===== src/inc/arf_cfg.svh =====
// Constants for the converter result store and channel decode.
// Assumes inclusion by bare name from package and rtl files.
`ifndef ARF_CFG_SVH
`define ARF_CFG_SVH

`define ARF_ENTRIES       64
`define ARF_IDX_W         6
`define ARF_RES_W         10
`define ARF_DATA_W        16
`define ARF_ADDR_W        32
`define ARF_BYTE_W        8
`define ARF_RJU_BASE      32'h00ca0280
`define ARF_LJS_BASE      32'h00ca0300
`define ARF_LJU_BASE      32'h00ca0380
`define ARF_VIEW_BYTES    32'h00000080
`define ARF_HALF_SCALE    10'h200
`define ARF_LJ_SHIFT      6
`define ARF_CHANNEL_FIELD_EOQ      6'h3f
`define ARF_CHANNEL_FIELD_VRL      6'h3c
`define ARF_CHANNEL_FIELD_VRH      6'h3d
`define ARF_CHANNEL_FIELD_VMID     6'h3e
`define ARF_CHANNEL_FIELD_MA_LOW   6'h34
`define ARF_CHANNEL_FIELD_MA_HIGH  6'h35
`define ARF_CHANNEL_FIELD_TRIG1    6'h37
`define ARF_CHANNEL_FIELD_TRIG2    6'h38
`define ARF_MUX_MASK      6'h39
`define ARF_MUX_A_PAT     6'h00
`define ARF_MUX_B_PAT     6'h01
`define ARF_MUX_C_PAT     6'h10
`define ARF_MUX_D_PAT     6'h11
`define ARF_DIRECT_MASK   6'h3c
`define ARF_DIRECT_PAT    6'h00

`endif


===== src/inc/arf_pkg.sv =====
// Types for the converter result store and channel decode.
// Assumes arf_cfg.svh is on the include path.
`include "arf_cfg.svh"

package arf_pkg;
  typedef enum logic [1:0] {
    ARF_VIEW_RJU  = 2'b00,
    ARF_VIEW_LJS  = 2'b01,
    ARF_VIEW_LJU  = 2'b10,
    ARF_VIEW_NONE = 2'b11
  } arf_view_e;

  typedef enum logic [2:0] {
    ARF_SRC_PIN  = 3'b000,
    ARF_SRC_EXT  = 3'b001,
    ARF_SRC_REF  = 3'b010,
    ARF_SRC_EOQ  = 3'b011,
    ARF_SRC_RSVD = 3'b100
  } arf_src_e;

  typedef enum logic [1:0] {
    ARF_CV_IDLE = 2'b00,
    ARF_CV_BUSY = 2'b01
  } arf_cv_e;

  typedef logic [`ARF_RES_W-1:0] arf_res_t;
  typedef logic [`ARF_IDX_W-1:0] arf_idx_t;
endpackage


===== src/rtl/arf_channel_field_decode.sv =====
// Channel-field decode: classifies a command word's channel code.
// Assumes a static channel code; purely combinational.
`timescale 1ns/1ps
`include "arf_cfg.svh"

module arf_channel_field_decode (
  // Channel code and mode
  input  wire logic [5:0] channel_field_in,
  input  wire logic       ext_mux_en_in,
  // Classification
  output arf_pkg::arf_src_e src_out,
  output logic [1:0]        mux_input_sel_out,
  output logic [1:0]        mux_addr_out
);

  function automatic logic match(input logic [5:0] c, input logic [5:0] m, input logic [5:0] p);
    match = ((c & m) == p);
  endfunction

  always_comb begin
    src_out           = arf_pkg::ARF_SRC_RSVD;
    mux_input_sel_out = 2'b00;
    mux_addr_out      = channel_field_in[2:1];
    if (channel_field_in == `ARF_CHANNEL_FIELD_EOQ) begin
      src_out = arf_pkg::ARF_SRC_EOQ;
    end else if (channel_field_in == `ARF_CHANNEL_FIELD_VRL || channel_field_in == `ARF_CHANNEL_FIELD_VRH ||
                 channel_field_in == `ARF_CHANNEL_FIELD_VMID) begin
      src_out = arf_pkg::ARF_SRC_REF;
    end else if (channel_field_in == `ARF_CHANNEL_FIELD_TRIG1 || channel_field_in == `ARF_CHANNEL_FIELD_TRIG2) begin
      src_out = arf_pkg::ARF_SRC_PIN;
    end else if (ext_mux_en_in) begin
      // Four multiplexed inputs, XX picks the external input
      if (match(channel_field_in, `ARF_MUX_MASK, `ARF_MUX_A_PAT)) begin
        src_out           = arf_pkg::ARF_SRC_EXT;
        mux_input_sel_out = 2'd0;
      end else if (match(channel_field_in, `ARF_MUX_MASK, `ARF_MUX_B_PAT)) begin
        src_out           = arf_pkg::ARF_SRC_EXT;
        mux_input_sel_out = 2'd1;
      end else if (match(channel_field_in, `ARF_MUX_MASK, `ARF_MUX_C_PAT)) begin
        src_out           = arf_pkg::ARF_SRC_EXT;
        mux_input_sel_out = 2'd2;
      end else if (match(channel_field_in, `ARF_MUX_MASK, `ARF_MUX_D_PAT)) begin
        src_out           = arf_pkg::ARF_SRC_EXT;
        mux_input_sel_out = 2'd3;
      end else begin
        src_out = arf_pkg::ARF_SRC_RSVD;
      end
    end else if (match(channel_field_in, `ARF_DIRECT_MASK, `ARF_DIRECT_PAT) ||
                 channel_field_in == `ARF_CHANNEL_FIELD_MA_LOW || channel_field_in == `ARF_CHANNEL_FIELD_MA_HIGH) begin
      src_out = arf_pkg::ARF_SRC_PIN;
    end else begin
      src_out = arf_pkg::ARF_SRC_RSVD;
    end
  end

endmodule


===== src/rtl/arf_view_fmt.sv =====
// Formats one stored result into the three read views.
// Assumes a 10-bit result; purely combinational.
`timescale 1ns/1ps
`include "arf_cfg.svh"

module arf_view_fmt (
  // Stored value and view
  input  wire logic [`ARF_RES_W-1:0] result_in,
  input  arf_pkg::arf_view_e         view_in,
  // Formatted half-word
  output logic [`ARF_DATA_W-1:0]     data_out
);

  logic sign_bit;

  always_comb begin
    sign_bit = (result_in < `ARF_HALF_SCALE);
    case (view_in)
      arf_pkg::ARF_VIEW_RJU: data_out = {6'h00, result_in};
      arf_pkg::ARF_VIEW_LJS: data_out = {sign_bit, result_in[8:0], 6'h00};
      arf_pkg::ARF_VIEW_LJU: data_out = {result_in, 6'h00};
      default:               data_out = 16'h0000;
    endcase
  end

endmodule


===== src/rtl/arf_result_store.sv =====
// Result table, three aliased read views and external-mux addressing.
// Assumes a synchronous half-word/byte bus slave with one-cycle read data
// and a queue engine that reports completed conversions by index.
`timescale 1ns/1ps
`include "arf_cfg.svh"

////////////////////////////////////////////////////////////////////////////////
////////////////////////////////////////////////////////////////////////////////

module arf_result_store (
  // Clock and reset
  input  wire logic                    sys_clk_in,
  input  wire logic                    rst_in,
  // Register bus
  input  wire logic                    bus_sel_in,
  input  wire logic                    bus_wr_in,
  input  wire logic [`ARF_ADDR_W-1:0]  bus_addr_in,
  input  wire logic [1:0]              bus_byte_en_in,
  input  wire logic [`ARF_DATA_W-1:0]  bus_wdata_in,
  output logic [`ARF_DATA_W-1:0]       bus_rdata_out,
  output logic                         bus_ack_out,
  output logic                         bus_err_out,
  // Module mode
  input  wire logic                    stop_mode_in,
  input  wire logic                    ext_mux_en_in,
  // Conversion engine
  input  wire logic                    conv_start_in,
  input  wire logic [5:0]              channel_field_in,
  input  wire logic                    conv_done_in,
  input  wire logic [`ARF_IDX_W-1:0]   conv_idx_in,
  input  wire logic [`ARF_RES_W-1:0]   conv_result_in,
  output arf_pkg::arf_src_e            conv_src_out,
  output logic [1:0]                   mux_input_sel_out,
  // Port A pins 0 and 1
  input  wire logic [1:0]              port_a_direction_in,
  input  wire logic [1:0]              port_a_data_in,
  output logic                         mux_addr_low_out,
  output logic                         mux_addr_high_out,
  output logic [1:0]                   port_a_oe_out
);

  ////////////////////////////////////////////////////////////////////////////
  // Address decode

  function automatic logic in_view(input logic [`ARF_ADDR_W-1:0] a, input logic [`ARF_ADDR_W-1:0] b);
    in_view = (a >= b) && (a < b + `ARF_VIEW_BYTES);
  endfunction

  function automatic arf_pkg::arf_view_e view_of(input logic [`ARF_ADDR_W-1:0] a);
    if (in_view(a, `ARF_RJU_BASE)) begin
      view_of = arf_pkg::ARF_VIEW_RJU;
    end else if (in_view(a, `ARF_LJS_BASE)) begin
      view_of = arf_pkg::ARF_VIEW_LJS;
    end else if (in_view(a, `ARF_LJU_BASE)) begin
      view_of = arf_pkg::ARF_VIEW_LJU;
    end else begin
      view_of = arf_pkg::ARF_VIEW_NONE;
    end
  endfunction

  // Lanes left disabled keep the current view image
  function automatic logic [`ARF_DATA_W-1:0] merge_lanes(input logic [`ARF_DATA_W-1:0] old_word,
                                                         input logic [`ARF_DATA_W-1:0] new_word,
                                                         input logic [1:0]             lanes);
    merge_lanes = old_word;
    if (lanes[0]) begin
      merge_lanes[`ARF_BYTE_W-1:0] = new_word[`ARF_BYTE_W-1:0];
    end
    if (lanes[1]) begin
      merge_lanes[`ARF_DATA_W-1:`ARF_BYTE_W] = new_word[`ARF_DATA_W-1:`ARF_BYTE_W];
    end
  endfunction

  // Stored value recovered from a view image; zero bits drop out
  function automatic arf_pkg::arf_res_t unview(input logic [`ARF_DATA_W-1:0] w,
                                               input arf_pkg::arf_view_e     v);
    case (v)
      arf_pkg::ARF_VIEW_LJS: unview = {~w[`ARF_DATA_W-1], w[`ARF_DATA_W-2:`ARF_LJ_SHIFT]};
      arf_pkg::ARF_VIEW_LJU: unview = w[`ARF_DATA_W-1:`ARF_LJ_SHIFT];
      default:               unview = w[`ARF_RES_W-1:0];
    endcase
  endfunction

  arf_pkg::arf_view_e             acc_view;
  arf_pkg::arf_idx_t              acc_idx;
  logic                           acc_rd;
  logic                           acc_wr;
  logic [`ARF_DATA_W-1:0]         fmt_data;
  logic [`ARF_DATA_W-1:0]         sw_word;
  logic [`ARF_RES_W-1:0]          sw_result;

  always_comb begin
    acc_view = view_of(bus_addr_in);
    acc_idx  = bus_addr_in[`ARF_IDX_W:1];
    acc_rd   = bus_sel_in && !bus_wr_in;
    acc_wr   = bus_sel_in && bus_wr_in;
  end

  ////////////////////////////////////////////////////////////////////////////
  // Result table

  arf_pkg::arf_res_t result_reg [`ARF_ENTRIES];
  arf_pkg::arf_res_t result_next [`ARF_ENTRIES];
  logic              sw_wr;

  arf_view_fmt u_fmt (
    .result_in (result_reg[acc_idx]),
    .view_in   (acc_view),
    .data_out  (fmt_data)
  );

  always_comb begin
    // Merge written bytes over current view image
    sw_word   = merge_lanes(fmt_data, bus_wdata_in, bus_byte_en_in);
    sw_result = unview(sw_word, acc_view);
    sw_wr     = acc_wr && !stop_mode_in &&
            (acc_view != arf_pkg::ARF_VIEW_NONE) && (bus_byte_en_in != 2'b00);
    for (int i = 0; i < `ARF_ENTRIES; i++) begin
      result_next[i] = result_reg[i];
    end
    if (sw_wr) begin
      result_next[acc_idx] = sw_result;
    end
    // Conversion update never waits on bus activity; it wins a same-entry clash
    if (conv_done_in) begin
      result_next[conv_idx_in] = conv_result_in;
    end
  end

  always_ff @(posedge sys_clk_in) begin
    for (int i = 0; i < `ARF_ENTRIES; i++) begin
      result_reg[i] <= result_next[i];
    end
  end

  ////////////////////////////////////////////////////////////////////////////
  // Bus answer

  logic [`ARF_DATA_W-1:0] rdata_reg;
  logic [`ARF_DATA_W-1:0] rdata_next;
  logic                   ack_reg;
  logic                   ack_next;
  logic                   err_reg;
  logic                   err_next;

  always_comb begin
    rdata_next = 16'h0000;
    ack_next   = 1'b0;
    err_next   = 1'b0;
    if (bus_sel_in) begin
      ack_next = 1'b1;
      // Only unmapped addresses answer with an error
      err_next = (acc_view == arf_pkg::ARF_VIEW_NONE);
    end
    if (acc_rd) begin
      rdata_next = fmt_data;
    end
  end

  always_ff @(posedge sys_clk_in) begin
    if (rst_in) begin
      rdata_reg <= 16'h0000;
      ack_reg   <= 1'b0;
      err_reg   <= 1'b0;
    end else begin
      rdata_reg <= rdata_next;
      ack_reg   <= ack_next;
      err_reg   <= err_next;
    end
  end

  assign bus_rdata_out = rdata_reg;
  assign bus_ack_out   = ack_reg;
  assign bus_err_out   = err_reg;

  ////////////////////////////////////////////////////////////////////////////
  // Channel decode and external mux address

  arf_pkg::arf_cv_e  cv_reg;
  arf_pkg::arf_cv_e  cv_next;
  logic [5:0]        channel_field_reg;
  logic [5:0]        channel_field_next;
  logic [1:0]        ma_reg;
  logic [1:0]        ma_next;
  logic [1:0]        dec_ma;
  arf_pkg::arf_src_e src_reg;
  arf_pkg::arf_src_e src_next;
  arf_pkg::arf_src_e dec_src;
  logic [1:0]        msel_reg;
  logic [1:0]        msel_next;
  logic [1:0]        dec_msel;

  // Decoding the next channel lets the class register line up with channel_field_reg
  arf_channel_field_decode u_dec (
    .channel_field_in  (channel_field_next),
    .ext_mux_en_in     (ext_mux_en_in),
    .src_out           (dec_src),
    .mux_input_sel_out (dec_msel),
    .mux_addr_out      (dec_ma)
  );

  always_comb begin
    cv_next   = cv_reg;
    channel_field_next = channel_field_reg;
    case (cv_reg)
      arf_pkg::ARF_CV_IDLE: begin
        // Latch only a real conversion request outside stop mode
        if (conv_start_in && !stop_mode_in && channel_field_in != `ARF_CHANNEL_FIELD_EOQ) begin
          cv_next   = arf_pkg::ARF_CV_BUSY;
          channel_field_next = channel_field_in;
        end
      end
      arf_pkg::ARF_CV_BUSY: begin
        if (conv_done_in) begin
          cv_next = arf_pkg::ARF_CV_IDLE;
        end
      end
      default: cv_next = arf_pkg::ARF_CV_IDLE;
    endcase
    if (stop_mode_in) begin
      cv_next = arf_pkg::ARF_CV_IDLE;
    end
  end

  always_ff @(posedge sys_clk_in) begin
    if (rst_in) begin
      cv_reg   <= arf_pkg::ARF_CV_IDLE;
      channel_field_reg <= 6'h00;
    end else begin
      cv_reg   <= cv_next;
      channel_field_reg <= channel_field_next;
    end
  end

  // Class, mux select and address follow the latched channel
  always_comb begin
    src_next  = dec_src;
    msel_next = dec_msel;
    ma_next   = dec_ma;
  end

  always_ff @(posedge sys_clk_in) begin
    if (rst_in) begin
      src_reg  <= arf_pkg::ARF_SRC_PIN;
      msel_reg <= 2'b00;
      ma_reg   <= 2'b00;
    end else begin
      src_reg  <= src_next;
      msel_reg <= msel_next;
      ma_reg   <= ma_next;
    end
  end

  assign conv_src_out      = src_reg;
  assign mux_input_sel_out = msel_reg;

  ////////////////////////////////////////////////////////////////////////////
  // Port A pin ownership

  always_comb begin
    if (ext_mux_en_in) begin
      // Pins become outputs whatever their direction bits say
      port_a_oe_out     = 2'b11;
      mux_addr_low_out  = ma_reg[0];
      mux_addr_high_out = ma_reg[1];
    end else begin
      port_a_oe_out     = port_a_direction_in;
      mux_addr_low_out  = port_a_data_in[0];
      mux_addr_high_out = port_a_data_in[1];
    end
  end

endmodule


===== config.mk =====
export PLATFORM = sky130hd
export DESIGN_NAME = arf_result_store
export DESIGN_NICKNAME = d
export VERILOG_FILES = /design/src/inc/arf_pkg.sv /design/src/rtl/arf_channel_field_decode.sv /design/src/rtl/arf_view_fmt.sv /design/src/rtl/arf_result_store.sv
export VERILOG_INCLUDE_DIRS = /design/src /design/src/inc
export SDC_FILE = /design/constraint.sdc
export NUM_CORES = 2
export LEC_CHECK = 0
export ABC_AREA = 1
export ABC_CLOCK_PERIOD_IN_PS = 8850
export BUFFER_PORTS_ARGS = -buffer_cell sky130_fd_sc_hd__buf_2
export CAP_MARGIN = 20
export CORE_MARGIN = 3
export CORE_UTILIZATION = 55
export CTS_CLUSTER_DIAMETER = 40
export CTS_CLUSTER_SIZE = 24
export DETAILED_ROUTE_END_ITERATION = 8
export HOLD_SLACK_MARGIN = 0.06
export PLACE_DENSITY = 0.77
export SYNTH_ARGS = -nofsm -noshare
export SYNTH_HDL_FRONTEND = slang
export SYNTH_HIERARCHICAL = 1
export SYNTH_SLANG_ARGS = --single-unit
export TNS_END_PERCENT = 50

===== constraint.sdc =====
create_clock -name sys_clk_in -period 8.85 [get_ports sys_clk_in]
set_input_delay 2.2125 -clock sys_clk_in [delete_from_list [all_inputs] [get_ports sys_clk_in]]
set_output_delay 2.2125 -clock sys_clk_in [all_outputs]
set_load 0.01 [all_outputs]

==> out/qor.yml <==
status:
  run_status: "complete, no violations"
clock_tree:
  clkTransAtPathRegs_ps: 50
  cts-root-buf: "clkbuf_16"
  h-tree-depth: 3
  cts_tree: "built"
  cts_hold_buf: 0
  post_cts_resized: 0
  cts_setup_buffers: 0
  clock_latency_ps: 710
  cts_buffer_depth: 3
  cts_buffers: 113
  clock_sinks: 672
yosys:
  synth.distinct_cells: 40
  synth_flop_cell: "dfxtp_1"
  synth_edf_count: 0
  ys_seq_area_share_pct: 37.4
  synth_seq_cells: 672
  yosysWarnings: 6
  syn_area_per_cell_sq_um: 6.12
  async_reset_ff_share_pct: 0
  syn-num-nets: 5961
  syn_inst: 5874
  synthesis.area_sq_um: 35900
global_route:
  grtUsageTotal_pct: 41.1
  overflow: 0
  grt_pass1_vias: 36800
  grt_pass1_wl_um: 216000
  antenna_found_initial: 7
  grt_max_degree: 136
cells_and_area:
  num-fill-cells: 5898
  final_core_util_pct: 63.1
  nets: 5857
  layout_common_cells: "nand2_1, nor2_1, a21oi_1"
  drive_above_1_share_pct: 8.64
  layout_commonest_cell: "nand2_1"
  syn2layout_area_growth_pct: 13.4
  largest_reg_flops: 640
setup_path:
  rrSetupSlack_ps: 5150
  startpoint_type: "primary input"
  path_max_fanout: 129
  arrival_ps: 7280
  slowest_stage: "buf_8"
  path_buf_inv: 5
  r2r-end: "result_reg[56][8]"
  cp_top_family: "buffers and inverters"
  crit_type: "primary input to flop"
  worstPathCellList: "buf_8, inv_4, nor2_4, buf_12, nand2_1, nand2_1, nor2_1, nand2_1, nand2_1, nand2_1, nor2_1, nand2_1, nand2_1, nand3_1, inv_1, nand2_1, o21ai_0, o21ai_4, buf_4, o21ai_0, o21ai_0"
  worst_r2r_startpoint: "result_reg[9][2]"
  crit_top_cell: "nand2_1"
  cpPeakStageDelay_ps: 690
  required_ps: 9440
  end_kind: "flop"
  worstRegToRegCells: 17
detailed_routing:
  ant_nets: 0
  post_drt_via_cell_ratio: 6.11
  wirelength_um: 146000
  drc: 0
  drtIter0Drc: 7498
  detail_route.wl_per_cell_um: 21.8
  first_pass_iters: 8
  vias: 41100
worst_hold_path:
  min_to: "channel_field_reg[0]"
  worstHoldStart: "channel_field_reg[0]"
  hp-class: "flop to flop"
  hold_depth: 2
sta:
  finalHoldViolations: 0
  finalSetupTns_ps: 0
  fmax_mhz: 150
  worst_pin_slew_ps: 1270
  final-setup-viol-count: 0
  slew_headroom_pct: 15.5
  slew_violations: 0
  finClkSkew_ps: 44.8
  finalCriticalPeriod_ps: 6690
  period_share_pct: 75.5
  rsz0062_at_grt: "false"
place:
  hpwl_um: 86400
  gp_congestion: 0.988
  numPortBuffers: 109
floorplanning:
  die_y_um: 262
  initial_utilization_pct: 55.7
  coreArea_sq_um: 64600
  ios: 111
  rows: 93
  dieWidth_um: 262
  die-area_sq_um: 68500
run:
  cap_violations: 0
power_and_ir_drop:
  vdd.ir_drop.worst_v: 0.000139
  p_per_area_nw_per_um2: 249
  cellLeakagePower_nw: 18.5
## metal layers
| metal | vias to the layer above | share of wire, % | GRT usage (%) |
|---|---|---|---|
| li1 | 18700 | - | - |
| met1 | 18300 | 36 | 52.6 |
| met2 | 3242 | 40 | 58.5 |
| met3 | 845 | 16 | 12.8 |
| met4 | 6 | 8.3 | 29.1 |
| met5 | - | 0.023 | 0 |
## synth_stat cells, types with 2 or more instances
cell,number,area [sq um]
a211oi_1,2,15.0
a21oi_1,819,4100
a31oi_1,54,338
buf_1,42,158
buf_2,146,731
buf_4,6,45.0
buf_6,2,22.5
clkbuf_1,201,754
clkinv_1,80,300
dfxtp_1,672,13500
ha_1,3,37.5
inv_1,303,1140
inv_2,19,71.3
mux2_2,2,22.5
nand2_1,1742,6540
nand2_2,6,37.5
nand2_4,2,22.5
nand3_1,357,1790
nand3_2,8,80.1
nand3b_1,4,30.0
nand4_1,112,701
nor2_1,944,3540
nor2_2,49,307
nor2_4,11,124
nor3_1,4,20.0
nor3_2,2,20.0
o211ai_1,9,67.6
o21ai_0,195,976
o21ai_1,20,100
o21bai_1,27,203
o22ai_1,13,81.3
or2_2,10,62.6
## worst max path at each step
| stage | startpoint | endpoint | slack [ps] | cells after the start |
|---|---|---|---|---|
| after floorplan | ext_mux_en_in | mux_addr_high_out | 4090 | 1 |
| after global placement | bus_addr_in[1] | result_reg[56][8] | 1990 | 21 |
| after detailed placement | bus_addr_in[1] | result_reg[0][7] | 1920 | 23 |
| after CTS | bus_addr_in[1] | result_reg[56][8] | 2600 | 21 |
| after global routing | bus_addr_in[1] | result_reg[56][8] | 2070 | 21 |
| final | bus_addr_in[1] | result_reg[56][8] | 2160 | 21 |
## power by group
| group | internal, W | switching [W] |
|---|---|---|
| registers | 0.00363 | 0.000303 |
| clock network | 0.00301 | 0.00170 |
| logic | 0.000555 | 0.000972 |
| total | 0.00719 | 0.00297 |
## worst register-to-register path: cells and delay by family (launching register included)
| kind | cells | cell delay [ps] |
|---|---|---|
| AND/OR/NAND/NOR | 10 | 1350 |
| flip-flops | 1 | 330 |
| buffers and inverters | 2 | 600 |
| AO/OA/AOI/OAI | 5 | 1320 |
## through the flow
step	instance area (sq um)	power, W	setup WS [ps]	hold WS, ps	cells
floorplan	35900	0.00493	4090	443	5874
global placement	36700	0.00535	1990	454	6509
detailed placement	36700	0.00541	1920	466	6509
CTS	40700	0.0101	2600	476	6719
global route	40800	0.0105	2070	500	6721
finish	40800	0.0102	2160	475	6723
## final cells by class
type	count	area, sq um	area share (%)
multi-input combinational	4401	19400	47.6
sequential	672	13500	33.0
clock buffer	142	3160	7.75
inverter	403	1520	3.72
timing repair buffer	179	1220	3.00
tap	855	1070	2.62
clock inverter	68	930	2.28
antenna	3	7.51	0.0184
## cells by family (layout without fill, tap and decap cells)
| group | after synthesis | count (layout) | share of synthesized area, % |
|---|---|---|---|
| AO/OA/AOI/OAI | 1141 | 1141 | 16.4 |
| adder cells (fa/ha/maj) | 3 | 3 | 0.104 |
| buffers and inverters | 801 | 792 | 8.99 |
| flip-flops | 672 | 672 | 37.4 |
| multiplexers | 2 | 2 | 0.0627 |
| other | 0 | 3 | 0 |
| AND/OR/NAND/NOR | 3255 | 3255 | 37.0 |
No activity file was read; power rests on OpenSTA's default activity.
